## config.mk

```make
export PLATFORM = sky130hd
export DESIGN_NAME = dpc_dev_end_flat
export DESIGN_NICKNAME = d
export VERILOG_FILES = /design/src/inc/dpc_pkg.sv /design/src/inc/dpc_link_if.sv /design/src/verilog/dpc_dev_end.sv /design/src/flat_wrapper.sv
export VERILOG_INCLUDE_DIRS = /design/src /design/src/inc
export SDC_FILE = /design/constraint.sdc
export NUM_CORES = 1
export LEC_CHECK = 0
export BUFFER_PORTS_ARGS = -buffer_cell sky130_fd_sc_hd__clkbuf_2
export CAP_MARGIN = 25
export CELL_PAD_IN_SITES_DETAIL_PLACEMENT = 0
export CELL_PAD_IN_SITES_GLOBAL_PLACEMENT = 1
export CORE_UTILIZATION = 48
export CTS_CLUSTER_SIZE = 20
export DETAILED_ROUTE_END_ITERATION = 10
export PLACE_DENSITY = 0.8
export SLEW_MARGIN = 20
export SYNTH_ARGS = -nofsm -noshare
export SYNTH_HDL_FRONTEND = slang
export SYNTH_SLANG_ARGS = --single-unit
```

## constraint.sdc

```tcl
create_clock -name clk_i -period 5.8 [get_ports clk_i]
set_input_delay 0.29 -clock clk_i [delete_from_list [all_inputs] [get_ports clk_i]]
set_output_delay 0.29 -clock clk_i [all_outputs]
set_load 0.05 [all_outputs]
```

## src/inc/dpc_cfg.svh

```systemverilog
// Offsets, field positions, reset values and timing counts of the disk chain controller
`ifndef DPC_CFG_SVH
`define DPC_CFG_SVH
// Command word indices and bits
`define DPC_CMD_WORDS 6
`define DPC_CW_CTRL 0
`define DPC_CW_BASE 1
`define DPC_CW_CHAIN 2
`define DPC_CW_MEM 3
`define DPC_CW_LBA 4
`define DPC_CW_COUNT 5
`define DPC_CB_GO 15
`define DPC_CB_END 14
`define DPC_CB_CHAIN 13
`define DPC_OP_READ 3'h0
`define DPC_OP_WRITE 3'h1
`define DPC_OP_FORMAT 3'h2
`define DPC_OP_RECAL 3'h3
// Parameter list
`define DPC_PRM_WORDS 8
`define DPC_PB_PX 6
`define DPC_PB_E 5
`define DPC_PB_S 4
`define DPC_PB_I 3
`define DPC_PB_NV 2
`define DPC_BASE_BAD 16'hfff1
// Status codes
`define DPC_ST_OK 4'h0
`define DPC_ST_ECC 4'h1
`define DPC_ST_DATA 4'h2
`define DPC_ST_IDNF 4'h3
`define DPC_ST_WPROT 4'h7
`define DPC_ST_CCW 4'h8
`define DPC_ST_FATAL_ABOVE 4'h2
// Timing (clock cycles at 10 MHz), ECC burst limit and protect shift
`define DPC_CLK_MHZ 10
`define DPC_ECC_MAX_BURST 4'hb
`define DPC_MMU_CYC 2'h3
`define DPC_BUF_SEEK_CYC 16'h0118
`define DPC_TK_QMS_SCALE 16
`define DPC_POST_INT_CYC 8'h64
`define DPC_POST_POLL_CYC 8'hc8
`define DPC_PROT_SHIFT 7
// Host register offsets
`define DPC_REG_CTRL 16'h0000
`define DPC_REG_ROOT 16'h0004
`define DPC_REG_STAT 16'h0008
`define DPC_REG_MEM 16'h0800
`define DPC_ROOT_RST 16'hfff0
`endif

```

## src/inc/dpc_pkg.sv

```systemverilog
// Types of the disk chain controller: the word shared by both ends and the controller-end state encoding
package dpc_pkg;
  typedef logic [15:0] dpc_word_t;
  typedef enum logic [3:0] {
    DPC_IDLE  = 4'h0,
    DPC_FETCH = 4'h1,
    DPC_PARAM = 4'h3,
    DPC_CHECK = 4'h2,
    DPC_CONV  = 4'h6,
    DPC_SEEK  = 4'h7,
    DPC_DISK  = 4'h5,
    DPC_WAITD = 4'h4,
    DPC_STAT  = 4'hc,
    DPC_INTR  = 4'hd,
    DPC_POST  = 4'hf
  } dpc_state_e;
endpackage : dpc_pkg

```

## src/inc/dpc_link_if.sv

```systemverilog
// Shared system bus link between controller and host
`timescale 1ns/1ps
interface dpc_link_if;
  logic go;
  logic [15:0] root;
  logic busy;
  logic dma_req;
  logic dma_we;
  logic [15:0] dma_addr;
  logic [15:0] dma_wdata;
  logic dma_ack;
  logic [15:0] dma_rdata;
  logic mmu_sync;
  logic int_req;
  logic int_ack;
  logic [7:0] vect;
  logic vect_valid;
  modport dev (input go, root, dma_ack, dma_rdata, int_ack,
               output busy, dma_req, dma_we, dma_addr, dma_wdata, mmu_sync, int_req, vect,
               vect_valid);
  modport hst (output go, root, dma_ack, dma_rdata, int_ack,
               input busy, dma_req, dma_we, dma_addr, dma_wdata, mmu_sync, int_req, vect,
               vect_valid);
endinterface : dpc_link_if

```

## src/verilog/dpc_dev_end.sv

```systemverilog
// Controller end: command chain fetch, parameter load, disk sequencing and status write-back
`timescale 1ns/1ps
`include "dpc_cfg.svh"
// Contract
// - Precomp enable gates early and late outputs
// - Correct bursts up to eleven bits, retransfer
// - MMU sync, four-clock DMA, refuse high carry
// - Interrupt only if enabled; vector when selected
// - Post-process busy 100 or 200 clocks
// - Host programs timer unit constant correctly
// - Drive, heads and sectors drive address conversion
// - Track retries, then recalibrate retries
// - Retry only for the allowed error combinations
// - Step period from field; zero is buffered
// - Format uses gap and sync fields
// - Reduced current and precomp above thresholds
// - Refuse writes below protect limit
// - ID not found searches alternate cylinders
// - Host prepares alternate tracks and count
// - Every start begins at root address
// - Fetch first command, check format first
// - Write status, then follow chain
// - Status above two is fatal, ends chain
// - Reload parameters only on new base
// - End bit finishes chain with interrupt; the code raises it only when the I bit of the parameters is set
// - Host polls or waits interrupt, checks status
// - Parameters are eight words from base
module dpc_dev_end import dpc_pkg::*; (
  // System
  input wire logic clk_i,
  input wire logic rst_i,
  // Host link
  dpc_link_if.dev link,
  // Disk operation request
  output logic disk_start_o,
  output logic disk_write_o,
  output logic disk_format_o,
  output logic [1:0] drive_number_o,
  output logic [15:0] cyl_o,
  output logic [3:0] head_o,
  output logic [7:0] sector_o,
  output logic ecc_retx_o,
  // Disk operation result
  input wire logic disk_done_i,
  input wire logic disk_id_nf_i,
  input wire logic disk_ecc_i,
  input wire logic [3:0] ecc_burst_i,
  // Drive control
  output logic step_o,
  output logic step_dir_o,
  output logic reduced_write_current_out_o,
  output logic early_o,
  output logic late_o,
  input wire logic shift_early_i,
  input wire logic shift_late_i,
  // Format fields
  output logic [5:0] format_gap_first_o,
  output logic [3:0] format_sync_o,
  output logic [2:0] format_gap_second_o
);
  dpc_state_e st_q;
  dpc_word_t cmd_q [`DPC_CMD_WORDS];
  dpc_word_t prm_q [`DPC_PRM_WORDS];
  logic [2:0] idx_q;
  logic req_q;
  logic we_q;
  logic [15:0] addr_q;
  dpc_word_t wdata_q;
  logic [1:0] cyc_q;
  logic got_ack_q;
  logic [15:0] cur_q;
  logic [15:0] last_base_q;
  logic base_ok_q;
  logic [3:0] status_q;
  logic [15:0] rem_q;
  logic [15:0] trk_q;
  logic conv_ph_q;
  logic [15:0] pos_q;
  logic [15:0] tgt_q;
  logic [15:0] tmr_q;
  logic recal_q;
  logic alt_q;
  logic [3:0] r1_q;
  logic [3:0] r2_q;
  logic [7:0] post_q;
  logic start_q;
  logic retx_q;
  logic step_q;
  logic vv_q;
  logic [7:0] vec_q;
  logic dma_done;
  logic mmu;
  logic [2:0] op;
  logic [15:0] period;
  logic fail_rt;
  logic ecc_fix;
  logic [16:0] mem_end;
  assign mmu = prm_q[0][`DPC_PB_S];
  assign op = cmd_q[`DPC_CW_CTRL][10:8];
  // Memory transfer end; a carry out of the low 16 bits would need a high-address change
  assign mem_end = {1'b0, cmd_q[`DPC_CW_MEM]} + {1'b0, cmd_q[`DPC_CW_COUNT]};
  assign dma_done = req_q && (link.dma_ack || got_ack_q) && (!mmu || cyc_q == `DPC_MMU_CYC);
  // Quarter millisecond is the timer unit constant times 16 clocks
  assign period = (prm_q[3][3:0] == 4'h0) ? `DPC_BUF_SEEK_CYC :
                  16'(prm_q[3][3:0] * prm_q[1][15:8] * `DPC_TK_QMS_SCALE);
  assign ecc_fix = disk_ecc_i && prm_q[0][`DPC_PB_E] && ecc_burst_i <= `DPC_ECC_MAX_BURST;
  assign fail_rt = (!prm_q[0][`DPC_PB_E] && disk_id_nf_i) ||
                   (prm_q[0][`DPC_PB_E] && disk_ecc_i && disk_id_nf_i);

  assign link.busy = st_q != DPC_IDLE;
  assign link.dma_req = req_q;
  assign link.dma_we = we_q;
  assign link.dma_addr = addr_q;
  assign link.dma_wdata = wdata_q;
  assign link.mmu_sync = req_q && mmu;
  assign link.int_req = st_q == DPC_INTR;
  assign link.vect = vec_q;
  assign link.vect_valid = vv_q;
  assign disk_start_o = start_q;
  assign ecc_retx_o = retx_q;
  assign step_o = step_q;
  assign drive_number_o = prm_q[0][1:0];
  assign cyl_o = tgt_q;
  assign disk_write_o = op == `DPC_OP_WRITE;
  assign disk_format_o = op == `DPC_OP_FORMAT;
  assign format_gap_first_o = prm_q[4][15:10];
  assign format_sync_o = prm_q[4][9:6];
  assign format_gap_second_o = prm_q[4][5:3];
  assign reduced_write_current_out_o = pos_q > {6'h0, prm_q[5][9:0]};
  assign early_o = prm_q[0][`DPC_PB_PX] && disk_write_o && pos_q > {6'h0, prm_q[6][9:0]}
                   && shift_early_i;
  assign late_o = prm_q[0][`DPC_PB_PX] && disk_write_o && pos_q > {6'h0, prm_q[6][9:0]}
                  && shift_late_i;

  // DMA handshake: request held until acknowledged and, in MMU mode, four clocks long
  always_ff @(posedge clk_i) begin
    if (rst_i) begin
      cyc_q <= 2'h0;
      got_ack_q <= 1'b0;
    end else if (!req_q || dma_done) begin
      cyc_q <= 2'h0;
      got_ack_q <= 1'b0;
    end else begin
      if (cyc_q != `DPC_MMU_CYC) cyc_q <= cyc_q + 2'h1;
      if (link.dma_ack) got_ack_q <= 1'b1;
    end
  end

  always_ff @(posedge clk_i) begin
    if (rst_i) begin
      st_q <= DPC_IDLE;
      idx_q <= 3'h0;
      req_q <= 1'b0;
      we_q <= 1'b0;
      addr_q <= 16'h0;
      wdata_q <= 16'h0;
      cur_q <= 16'h0;
      last_base_q <= 16'h0;
      base_ok_q <= 1'b0;
      status_q <= `DPC_ST_OK;
      rem_q <= 16'h0;
      trk_q <= 16'h0;
      conv_ph_q <= 1'b0;
      tgt_q <= 16'h0;
      recal_q <= 1'b0;
      alt_q <= 1'b0;
      r1_q <= 4'h0;
      r2_q <= 4'h0;
      post_q <= 8'h0;
      start_q <= 1'b0;
      retx_q <= 1'b0;
      vv_q <= 1'b0;
      vec_q <= 8'h0;
      head_o <= 4'h0;
      sector_o <= 8'h0;
      for (int i = 0; i < `DPC_CMD_WORDS; i++) cmd_q[i] <= 16'h0;
      for (int i = 0; i < `DPC_PRM_WORDS; i++) prm_q[i] <= 16'h0;
    end else begin
      start_q <= 1'b0;
      retx_q <= 1'b0;
      vv_q <= 1'b0;
      unique case (st_q)
        DPC_IDLE: begin
          if (link.go) begin
            cur_q <= link.root;
            idx_q <= 3'h0;
            st_q <= DPC_FETCH;
          end
        end
        DPC_FETCH: begin
          if (!req_q) begin
            req_q <= 1'b1;
            we_q <= 1'b0;
            addr_q <= cur_q + {13'h0, idx_q};
          end else if (dma_done) begin
            req_q <= 1'b0;
            cmd_q[idx_q] <= link.dma_rdata;
            idx_q <= idx_q + 3'h1;
            if (idx_q == 3'(`DPC_CMD_WORDS - 1)) begin
              idx_q <= 3'h0;
              r1_q <= 4'h0;
              r2_q <= 4'h0;
              alt_q <= 1'b0;
              recal_q <= 1'b0;
              if (cmd_q[`DPC_CW_BASE] >= `DPC_BASE_BAD) begin
                status_q <= `DPC_ST_CCW;
                st_q <= DPC_STAT;
              end else if (!base_ok_q || cmd_q[`DPC_CW_BASE] != last_base_q) begin
                st_q <= DPC_PARAM;
              end else begin
                st_q <= DPC_CHECK;
              end
            end
          end
        end
        DPC_PARAM: begin
          if (!req_q) begin
            req_q <= 1'b1;
            we_q <= 1'b0;
            addr_q <= cmd_q[`DPC_CW_BASE] + {13'h0, idx_q};
          end else if (dma_done) begin
            req_q <= 1'b0;
            prm_q[idx_q] <= link.dma_rdata;
            idx_q <= idx_q + 3'h1;
            if (idx_q == 3'(`DPC_PRM_WORDS - 1)) begin
              last_base_q <= cmd_q[`DPC_CW_BASE];
              base_ok_q <= 1'b1;
              st_q <= DPC_CHECK;
            end
          end
        end
        DPC_CHECK: begin
          rem_q <= cmd_q[`DPC_CW_LBA];
          trk_q <= 16'h0;
          tgt_q <= 16'h0;
          conv_ph_q <= 1'b0;
          if (op > `DPC_OP_RECAL || (mmu && mem_end[16])) begin
            status_q <= `DPC_ST_CCW;
            st_q <= DPC_STAT;
          end else if (op == `DPC_OP_WRITE &&
                       {7'h0, cmd_q[`DPC_CW_LBA]} < {prm_q[7][15:0], 7'h0}) begin
            status_q <= `DPC_ST_WPROT;
            st_q <= DPC_STAT;
          end else begin
            st_q <= DPC_CONV;
          end
        end
        DPC_CONV: begin
          // Serial division keeps the converter small; one clock per track and per cylinder counted off
          if (!conv_ph_q) begin
            if (rem_q > {8'h0, prm_q[2][7:0]}) begin
              rem_q <= rem_q - {8'h0, prm_q[2][7:0]} - 16'h1;
              trk_q <= trk_q + 16'h1;
            end else begin
              conv_ph_q <= 1'b1;
            end
          end else if (trk_q > {12'h0, prm_q[2][11:8]}) begin
            trk_q <= trk_q - {12'h0, prm_q[2][11:8]} - 16'h1;
            tgt_q <= tgt_q + 16'h1;
          end else begin
            sector_o <= rem_q[7:0];
            head_o <= trk_q[3:0];
            if (op == `DPC_OP_RECAL) tgt_q <= 16'h0;
            st_q <= DPC_SEEK;
          end
        end
        DPC_SEEK: begin
          if (pos_q == (recal_q ? 16'h0 : tgt_q)) begin
            if (recal_q) begin
              recal_q <= 1'b0;
            end else if (op == `DPC_OP_RECAL) begin
              status_q <= `DPC_ST_OK;
              st_q <= DPC_STAT;
            end else begin
              st_q <= DPC_DISK;
            end
          end
        end
        DPC_DISK: begin
          start_q <= 1'b1;
          st_q <= DPC_WAITD;
        end
        DPC_WAITD: begin
          if (disk_done_i) begin
            if (ecc_fix && !disk_id_nf_i) begin
              retx_q <= 1'b1;
              status_q <= `DPC_ST_ECC;
              st_q <= DPC_STAT;
            end else if (!disk_ecc_i && !disk_id_nf_i) begin
              status_q <= `DPC_ST_OK;
              st_q <= DPC_STAT;
            end else if (alt_q && disk_id_nf_i && tgt_q < {12'h0, prm_q[2][15:12]}) begin
              tgt_q <= tgt_q + 16'h1;
              st_q <= DPC_SEEK;
            end else if (!alt_q && fail_rt && r1_q < prm_q[3][11:8]) begin
              r1_q <= r1_q + 4'h1;
              st_q <= DPC_DISK;
            end else if (!alt_q && fail_rt && r2_q < prm_q[3][7:4]) begin
              r2_q <= r2_q + 4'h1;
              r1_q <= 4'h0;
              recal_q <= 1'b1;
              st_q <= DPC_SEEK;
            end else if (!alt_q && disk_id_nf_i && prm_q[2][15:12] != 4'h0) begin
              alt_q <= 1'b1;
              tgt_q <= 16'h0;
              st_q <= DPC_SEEK;
            end else begin
              status_q <= disk_id_nf_i ? `DPC_ST_IDNF : `DPC_ST_DATA;
              st_q <= DPC_STAT;
            end
          end
        end
        DPC_STAT: begin
          if (!req_q) begin
            req_q <= 1'b1;
            we_q <= 1'b1;
            addr_q <= cur_q;
            wdata_q <= {1'b0, cmd_q[`DPC_CW_CTRL][14:4], status_q};
          end else if (dma_done) begin
            req_q <= 1'b0;
            we_q <= 1'b0;
            idx_q <= 3'h0;
            if (status_q > `DPC_ST_FATAL_ABOVE || cmd_q[`DPC_CW_CTRL][`DPC_CB_END] ||
                !cmd_q[`DPC_CW_CTRL][`DPC_CB_CHAIN]) begin
              // Interrupt-driven end needs 100 clocks after acknowledge, polling 200
              post_q <= `DPC_POST_POLL_CYC;
              st_q <= prm_q[0][`DPC_PB_I] ? DPC_INTR : DPC_POST;
            end else begin
              cur_q <= cmd_q[`DPC_CW_CHAIN];
              st_q <= DPC_FETCH;
            end
          end
        end
        DPC_INTR: begin
          if (link.int_ack) begin
            vv_q <= !prm_q[0][`DPC_PB_NV];
            vec_q <= prm_q[1][7:0];
            post_q <= `DPC_POST_INT_CYC;
            st_q <= DPC_POST;
          end
        end
        DPC_POST: begin
          post_q <= post_q - 8'h1;
          if (post_q == 8'h1) st_q <= DPC_IDLE;
        end
        default: st_q <= DPC_IDLE;
      endcase
    end
  end

  // Head stepping toward the current seek goal
  always_ff @(posedge clk_i) begin
    if (rst_i) begin
      pos_q <= 16'h0;
      tmr_q <= 16'h0;
      step_q <= 1'b0;
      step_dir_o <= 1'b0;
    end else begin
      step_q <= 1'b0;
      if (st_q != DPC_SEEK) begin
        tmr_q <= 16'h0;
      end else if (tmr_q != 16'h0) begin
        tmr_q <= tmr_q - 16'h1;
      end else if (pos_q != (recal_q ? 16'h0 : tgt_q)) begin
        step_q <= 1'b1;
        step_dir_o <= pos_q < (recal_q ? 16'h0 : tgt_q);
        pos_q <= (pos_q < (recal_q ? 16'h0 : tgt_q)) ? pos_q + 16'h1 : pos_q - 16'h1;
        tmr_q <= period - 16'h1;
      end
    end
  end
endmodule : dpc_dev_end

```

## src/flat_wrapper.sv

```systemverilog
// flat-port wrapper written by rule: the top's interface ports become plain ports
module dpc_dev_end_flat import dpc_pkg::*;
  (clk_i, rst_i, disk_start_o, disk_write_o, disk_format_o, drive_number_o, cyl_o, head_o, sector_o, ecc_retx_o, disk_done_i, disk_id_nf_i, disk_ecc_i, ecc_burst_i, step_o, step_dir_o, reduced_write_current_out_o, early_o, late_o, shift_early_i, shift_late_i, format_gap_first_o, format_sync_o, format_gap_second_o, link_go, link_root, link_dma_ack, link_dma_rdata, link_int_ack, link_busy, link_dma_req, link_dma_we, link_dma_addr, link_dma_wdata, link_mmu_sync, link_int_req, link_vect, link_vect_valid);
  dpc_link_if link_i ();
  input wire logic clk_i;
  input wire logic rst_i;
  output logic disk_start_o;
  output logic disk_write_o;
  output logic disk_format_o;
  output logic [1:0] drive_number_o;
  output logic [15:0] cyl_o;
  output logic [3:0] head_o;
  output logic [7:0] sector_o;
  output logic ecc_retx_o;
  input wire logic disk_done_i;
  input wire logic disk_id_nf_i;
  input wire logic disk_ecc_i;
  input wire logic [3:0] ecc_burst_i;
  output logic step_o;
  output logic step_dir_o;
  output logic reduced_write_current_out_o;
  output logic early_o;
  output logic late_o;
  input wire logic shift_early_i;
  input wire logic shift_late_i;
  output logic [5:0] format_gap_first_o;
  output logic [3:0] format_sync_o;
  output logic [2:0] format_gap_second_o;
  input wire logic [$bits(link_i.go)-1:0] link_go;
  input wire logic [$bits(link_i.root)-1:0] link_root;
  input wire logic [$bits(link_i.dma_ack)-1:0] link_dma_ack;
  input wire logic [$bits(link_i.dma_rdata)-1:0] link_dma_rdata;
  input wire logic [$bits(link_i.int_ack)-1:0] link_int_ack;
  output wire logic [$bits(link_i.busy)-1:0] link_busy;
  output wire logic [$bits(link_i.dma_req)-1:0] link_dma_req;
  output wire logic [$bits(link_i.dma_we)-1:0] link_dma_we;
  output wire logic [$bits(link_i.dma_addr)-1:0] link_dma_addr;
  output wire logic [$bits(link_i.dma_wdata)-1:0] link_dma_wdata;
  output wire logic [$bits(link_i.mmu_sync)-1:0] link_mmu_sync;
  output wire logic [$bits(link_i.int_req)-1:0] link_int_req;
  output wire logic [$bits(link_i.vect)-1:0] link_vect;
  output wire logic [$bits(link_i.vect_valid)-1:0] link_vect_valid;
  assign link_i.go = link_go;
  assign link_i.root = link_root;
  assign link_i.dma_ack = link_dma_ack;
  assign link_i.dma_rdata = link_dma_rdata;
  assign link_i.int_ack = link_int_ack;
  assign link_busy = link_i.busy;
  assign link_dma_req = link_i.dma_req;
  assign link_dma_we = link_i.dma_we;
  assign link_dma_addr = link_i.dma_addr;
  assign link_dma_wdata = link_i.dma_wdata;
  assign link_mmu_sync = link_i.mmu_sync;
  assign link_int_req = link_i.int_req;
  assign link_vect = link_i.vect;
  assign link_vect_valid = link_i.vect_valid;
  dpc_dev_end u_core (.clk_i(clk_i), .rst_i(rst_i), .link(link_i), .disk_start_o(disk_start_o), .disk_write_o(disk_write_o), .disk_format_o(disk_format_o), .drive_number_o(drive_number_o), .cyl_o(cyl_o), .head_o(head_o), .sector_o(sector_o), .ecc_retx_o(ecc_retx_o), .disk_done_i(disk_done_i), .disk_id_nf_i(disk_id_nf_i), .disk_ecc_i(disk_ecc_i), .ecc_burst_i(ecc_burst_i), .step_o(step_o), .step_dir_o(step_dir_o), .reduced_write_current_out_o(reduced_write_current_out_o), .early_o(early_o), .late_o(late_o), .shift_early_i(shift_early_i), .shift_late_i(shift_late_i), .format_gap_first_o(format_gap_first_o), .format_sync_o(format_sync_o), .format_gap_second_o(format_gap_second_o));
endmodule
```

==> reports/results.ini <==
[outcome]
status = finished clean

[drt]
drt_wl_total_mm = 64.3
wl_per_cell_um = 20.5
ant_nets = 0
drc = 0
drt-pass1-iter-count = 6
viasPerCell = 5.92
vias = 18500
first_iter_violations = 1644

[placement]
post-dp-hpwl_mm = 45.6
place_area_um2 = 23200
place.gp.congestion = 0.873
portBuffers = 140

[timing]
setup_viol = 0
slew_viol_final = 0
fin_crit_sh_pct = 78.5
period_needed_ps = 4550
tightest_slew_ps = 1060
timing.hold.ws_ps = 75.7
rsz0062_at_grt = false
max_freq_mhz = 220
relSlewSlack_pct = 29.3
hold_viol = 0
setup_tns_ps = 0
finClkSkew_ps = 18.1

[floorplanning]
die_y_um = 216
io_pins = 144
die-area_um2 = 46500
start_util_pct = 49.1
fp-row-count = 77
die_w_um = 216
core_area_um2 = 44600

[synth]
synth_adder_area_share_pct = 8.72
synth_compound_area_share_pct = 15.7
yosysSeqAreaShare_pct = 44.8
ys_top_cells_by_area = edfxtp_1, dfxtp_1, ha_1, and2_1, nand2_1
synth_ff_type = dfxtp_1
synth_mux_area_share_pct = 1.65
synth-simple-area-share_pct = 22.5
syn_inst = 2380
avgSynthCellArea_um2 = 9.20
synth_fp_nets = 2569
yosysUniqueCellTypes = 82
synth_top_family_by_area = simple AND/OR/NAND/NOR gates
yosysWarningCount = 0
netlist_area_um2 = 21900
synth_edf_count = 191
yosys.area.top_type = edfxtp_1
synth_xor_area_share_pct = 2.36
ys_ff_latch = 395
ys_async_sr_fraction_pct = 0
synth_top_area_share_pct = 26.2

[final_layout]
post-route-util_pct = 55.9
final_area_um2 = 24900
finalNetCount = 2694
fill_cells = 4024
drive_above_1_share_pct = 11.9
syn2layout_area_growth_pct = 13.8
diodes = 0

[critical_path]
setup.reg_to_reg.worst_slack_ps = 1250
critical_path_buf_inv_count = 1
critPathTopFamily = compound AO/OA/AOI/OAI gates
rr_worst_depth = 14
arrival_ps = 5050
critPathRequiredTime_ps = 6300
cp-start-kind = register
crit_path_cell_trace = nand2b_1 -> ha_1 -> a2111o_1 -> o32ai_1 -> a311oi_2 -> buf_4 -> ha_1 -> a21oi_1 -> o221ai_1 -> a221oi_1 -> o211ai_1 -> xnor2_1 -> or3_1 -> a21oi_1
r2r-start = u_core.recal_q$_SDFFE_PP0P_
critical_path_class = register to register
path_max_fanout = 19
max_stage_delay_ps = 700
r2r-end = u_core.pos_q[15]$_SDFFE_PP0P_
path_depth = 14
cp-end-kind = register
cpMaxStageDelayCell = dfxtp_1

[flow_run]
drv_cap = 0

[worst_hold_path]
hold_end = u_core.ecc_retx_o$_SDFF_PP0_
min_from = disk_ecc_i
worstHoldPathCells = 3
hold_path.class = primary input to register

[clock_tree]
ctsResizeCount = 0
clock_latency_ps = 590
numCtsBuffers = 44
h-tree-depth = 2
cts-root-buf = clkbuf_16
clkSinkCount = 395
tritoncts = yes
clockBufferDepth = 3
clkTransAtPathRegs_ps = 60

[global_route]
grt_pass1_vias = 17400
grt_pass1_wl_mm = 98.9
antenna_found_initial = 2
grt_usage_pct = 27.3
grt_max_degree = 67
grt_overflow = 0

[pwr]
p_per_area_nw_per_um2 = 326
finalPower_uw = 8120
p_leak_uw = 0.00998
worst_ir_drop_vdd_uv = 216

worst reg2reg max path: cells and delay by family (launching register included):
kind | cells | cell delay (ps)
flip-flops | 1 | 700
adder cells (fa/ha/maj) | 2 | 630
AND/OR/NAND/NOR | 2 | 520
AO/OA/AOI/OAI | 8 | 2220
buffers and inverters | 1 | 240
XOR/XNOR | 1 | 170
kinds of logic (layout without fill, tap and decap cells):
group                      Yosys count  count (layout)
muxes                               36              36
other                                1               1
DFF                                395             395
adders and majority gates          143             143
AOI/OAI and AO/OA                  529             529
and+or+nand+nor                    983             983
xor gates and xnor gates            59              59
buffers and inverters              234             394
state kept, by name, indices dropped and copies added, names as in the netlist, 2 cells and up:
signal and cells:
u_core.status_q 4, u_core.st_q 4, u_core.link.dma_wdata 15, u_core.rem_q 16, u_core.prm_q 100, u_core.post_q 8
u_core.idx_q 3, u_core.cyc_q 2, u_core.tmr_q 16, u_core.link.vect 8, u_core.sector_o 8, u_core.r1_q 4
u_core.r2_q 4, u_core.cur_q 16, u_core.trk_q 16, u_core.last_base_q 16, u_core.link.dma_addr 16, u_core.cmd_q 91
u_core.head_o 4, u_core.pos_q 16, u_core.cyl_o 16
cells in the mapped netlist, drive strengths merged, types with 22 or more instances:
master,number
a211oi,28
a311oi,28
nor4,33
o31ai,26
a31oi,30
nor3,62
nand3,82
edfxtp,191
nand4,22
dfxtp,204
o21ai,88
and2,163
xnor2,30
nand2b,33
a21o,29
xor2,29
nor2,216
ha,127
mux2i,35
inv,117
clkbuf,105
nand2,253
a21oi,180
layout make-up:
cell class	instances	area (um2)	share of cell area [%]
repair buffers	196	1170	4.69
flip-flops and latches	395	9820	39.4
inverters	117	439	1.76
clock inverters	28	348	1.40
multi-input cells	1751	11300	45.2
well taps	592	741	2.97
clock buffers	53	1160	4.64
through the flow:
stage | worst slack (ps) | std cells
5_1_grt | 897 | 3132
3_3_place_gp | 1450 | 3032
3_5_place_dp | 1350 | 3033
6_report | 1250 | 3132
4_1_cts | 1300 | 3132
2_1_floorplan | 835 | 2380
per-layer routing:
metal	vias to the layer above	global-route usage (%)	wire (um)
li1	8850	-	-
met3	131	5.23	4760
met4	0	11.2	2270
met5	-	0.417	0
met1	8881	38.2	29100
met2	677	41.1	28100
what timing repair did:
action / 4_1_cts / 5_1_grt
endpoints found under the hold margin: 18 / 0
hold buffers: 18 / 0
setup buffers: 0 / 0
worst max path at each step:
| stage | startpoint | endpoint | slack (ps) |
|---|---|---|---|
| 3_3_place_gp | u_core.recal_q$_SDFFE_PP0P_ | u_core.pos_q[14]$_SDFFE_PP0P_ | 1450 |
| 2_1_floorplan | u_core.cyl_o[3]$_SDFFE_PP0P_ | u_core.pos_q[15]$_SDFFE_PP0P_ | 830 |
| 4_1_cts | u_core.recal_q$_SDFFE_PP0P_ | u_core.pos_q[15]$_SDFFE_PP0P_ | 1300 |
| 3_5_place_dp | u_core.recal_q$_SDFFE_PP0P_ | u_core.pos_q[15]$_SDFFE_PP0P_ | 1350 |
| 6_report | u_core.recal_q$_SDFFE_PP0P_ | u_core.pos_q[15]$_SDFFE_PP0P_ | 1250 |
| 5_1_grt | u_core.recal_q$_SDFFE_PP0P_ | u_core.pos_q[15]$_SDFFE_PP0P_ | 900 |
layout by cell type (no fill, tap or decap), drive strengths merged, types with 16 or more instances in the layout:
| master | count |
|---|---|
| nor3 | 62 |
| a311oi | 28 |
| nand2b | 33 |
| mux2i | 35 |
| or4 | 19 |
| nand2 | 253 |
| a31oi | 30 |
| inv | 119 |
| dlygate4sd3 | 18 |
| o31ai | 26 |
| a21o | 29 |
| xor2 | 29 |
| dfxtp | 204 |
| and3 | 17 |
| edfxtp | 191 |
| a21oi | 180 |
| ha | 127 |
| and2 | 163 |
| xnor2 | 30 |
| clkbuf | 192 |
| or2 | 18 |
| nor4 | 33 |
| a211oi | 28 |
| nor2 | 216 |
| nand3 | 82 |
| nand4 | 22 |
| fa | 16 |
| o21ai | 88 |
| o211ai | 16 |
| buf | 39 |
report_power, final:
group          switching [uW]  internal [uW]  total, uW  leakage [uW]
combinational            1240            610       1850       0.00563
sequential                217           3110       3320       0.00362
clock                    1210           1740       2950      0.000718
total                    2660           5460       8120       0.00998
No activity file was read; power rests on OpenSTA's default activity.
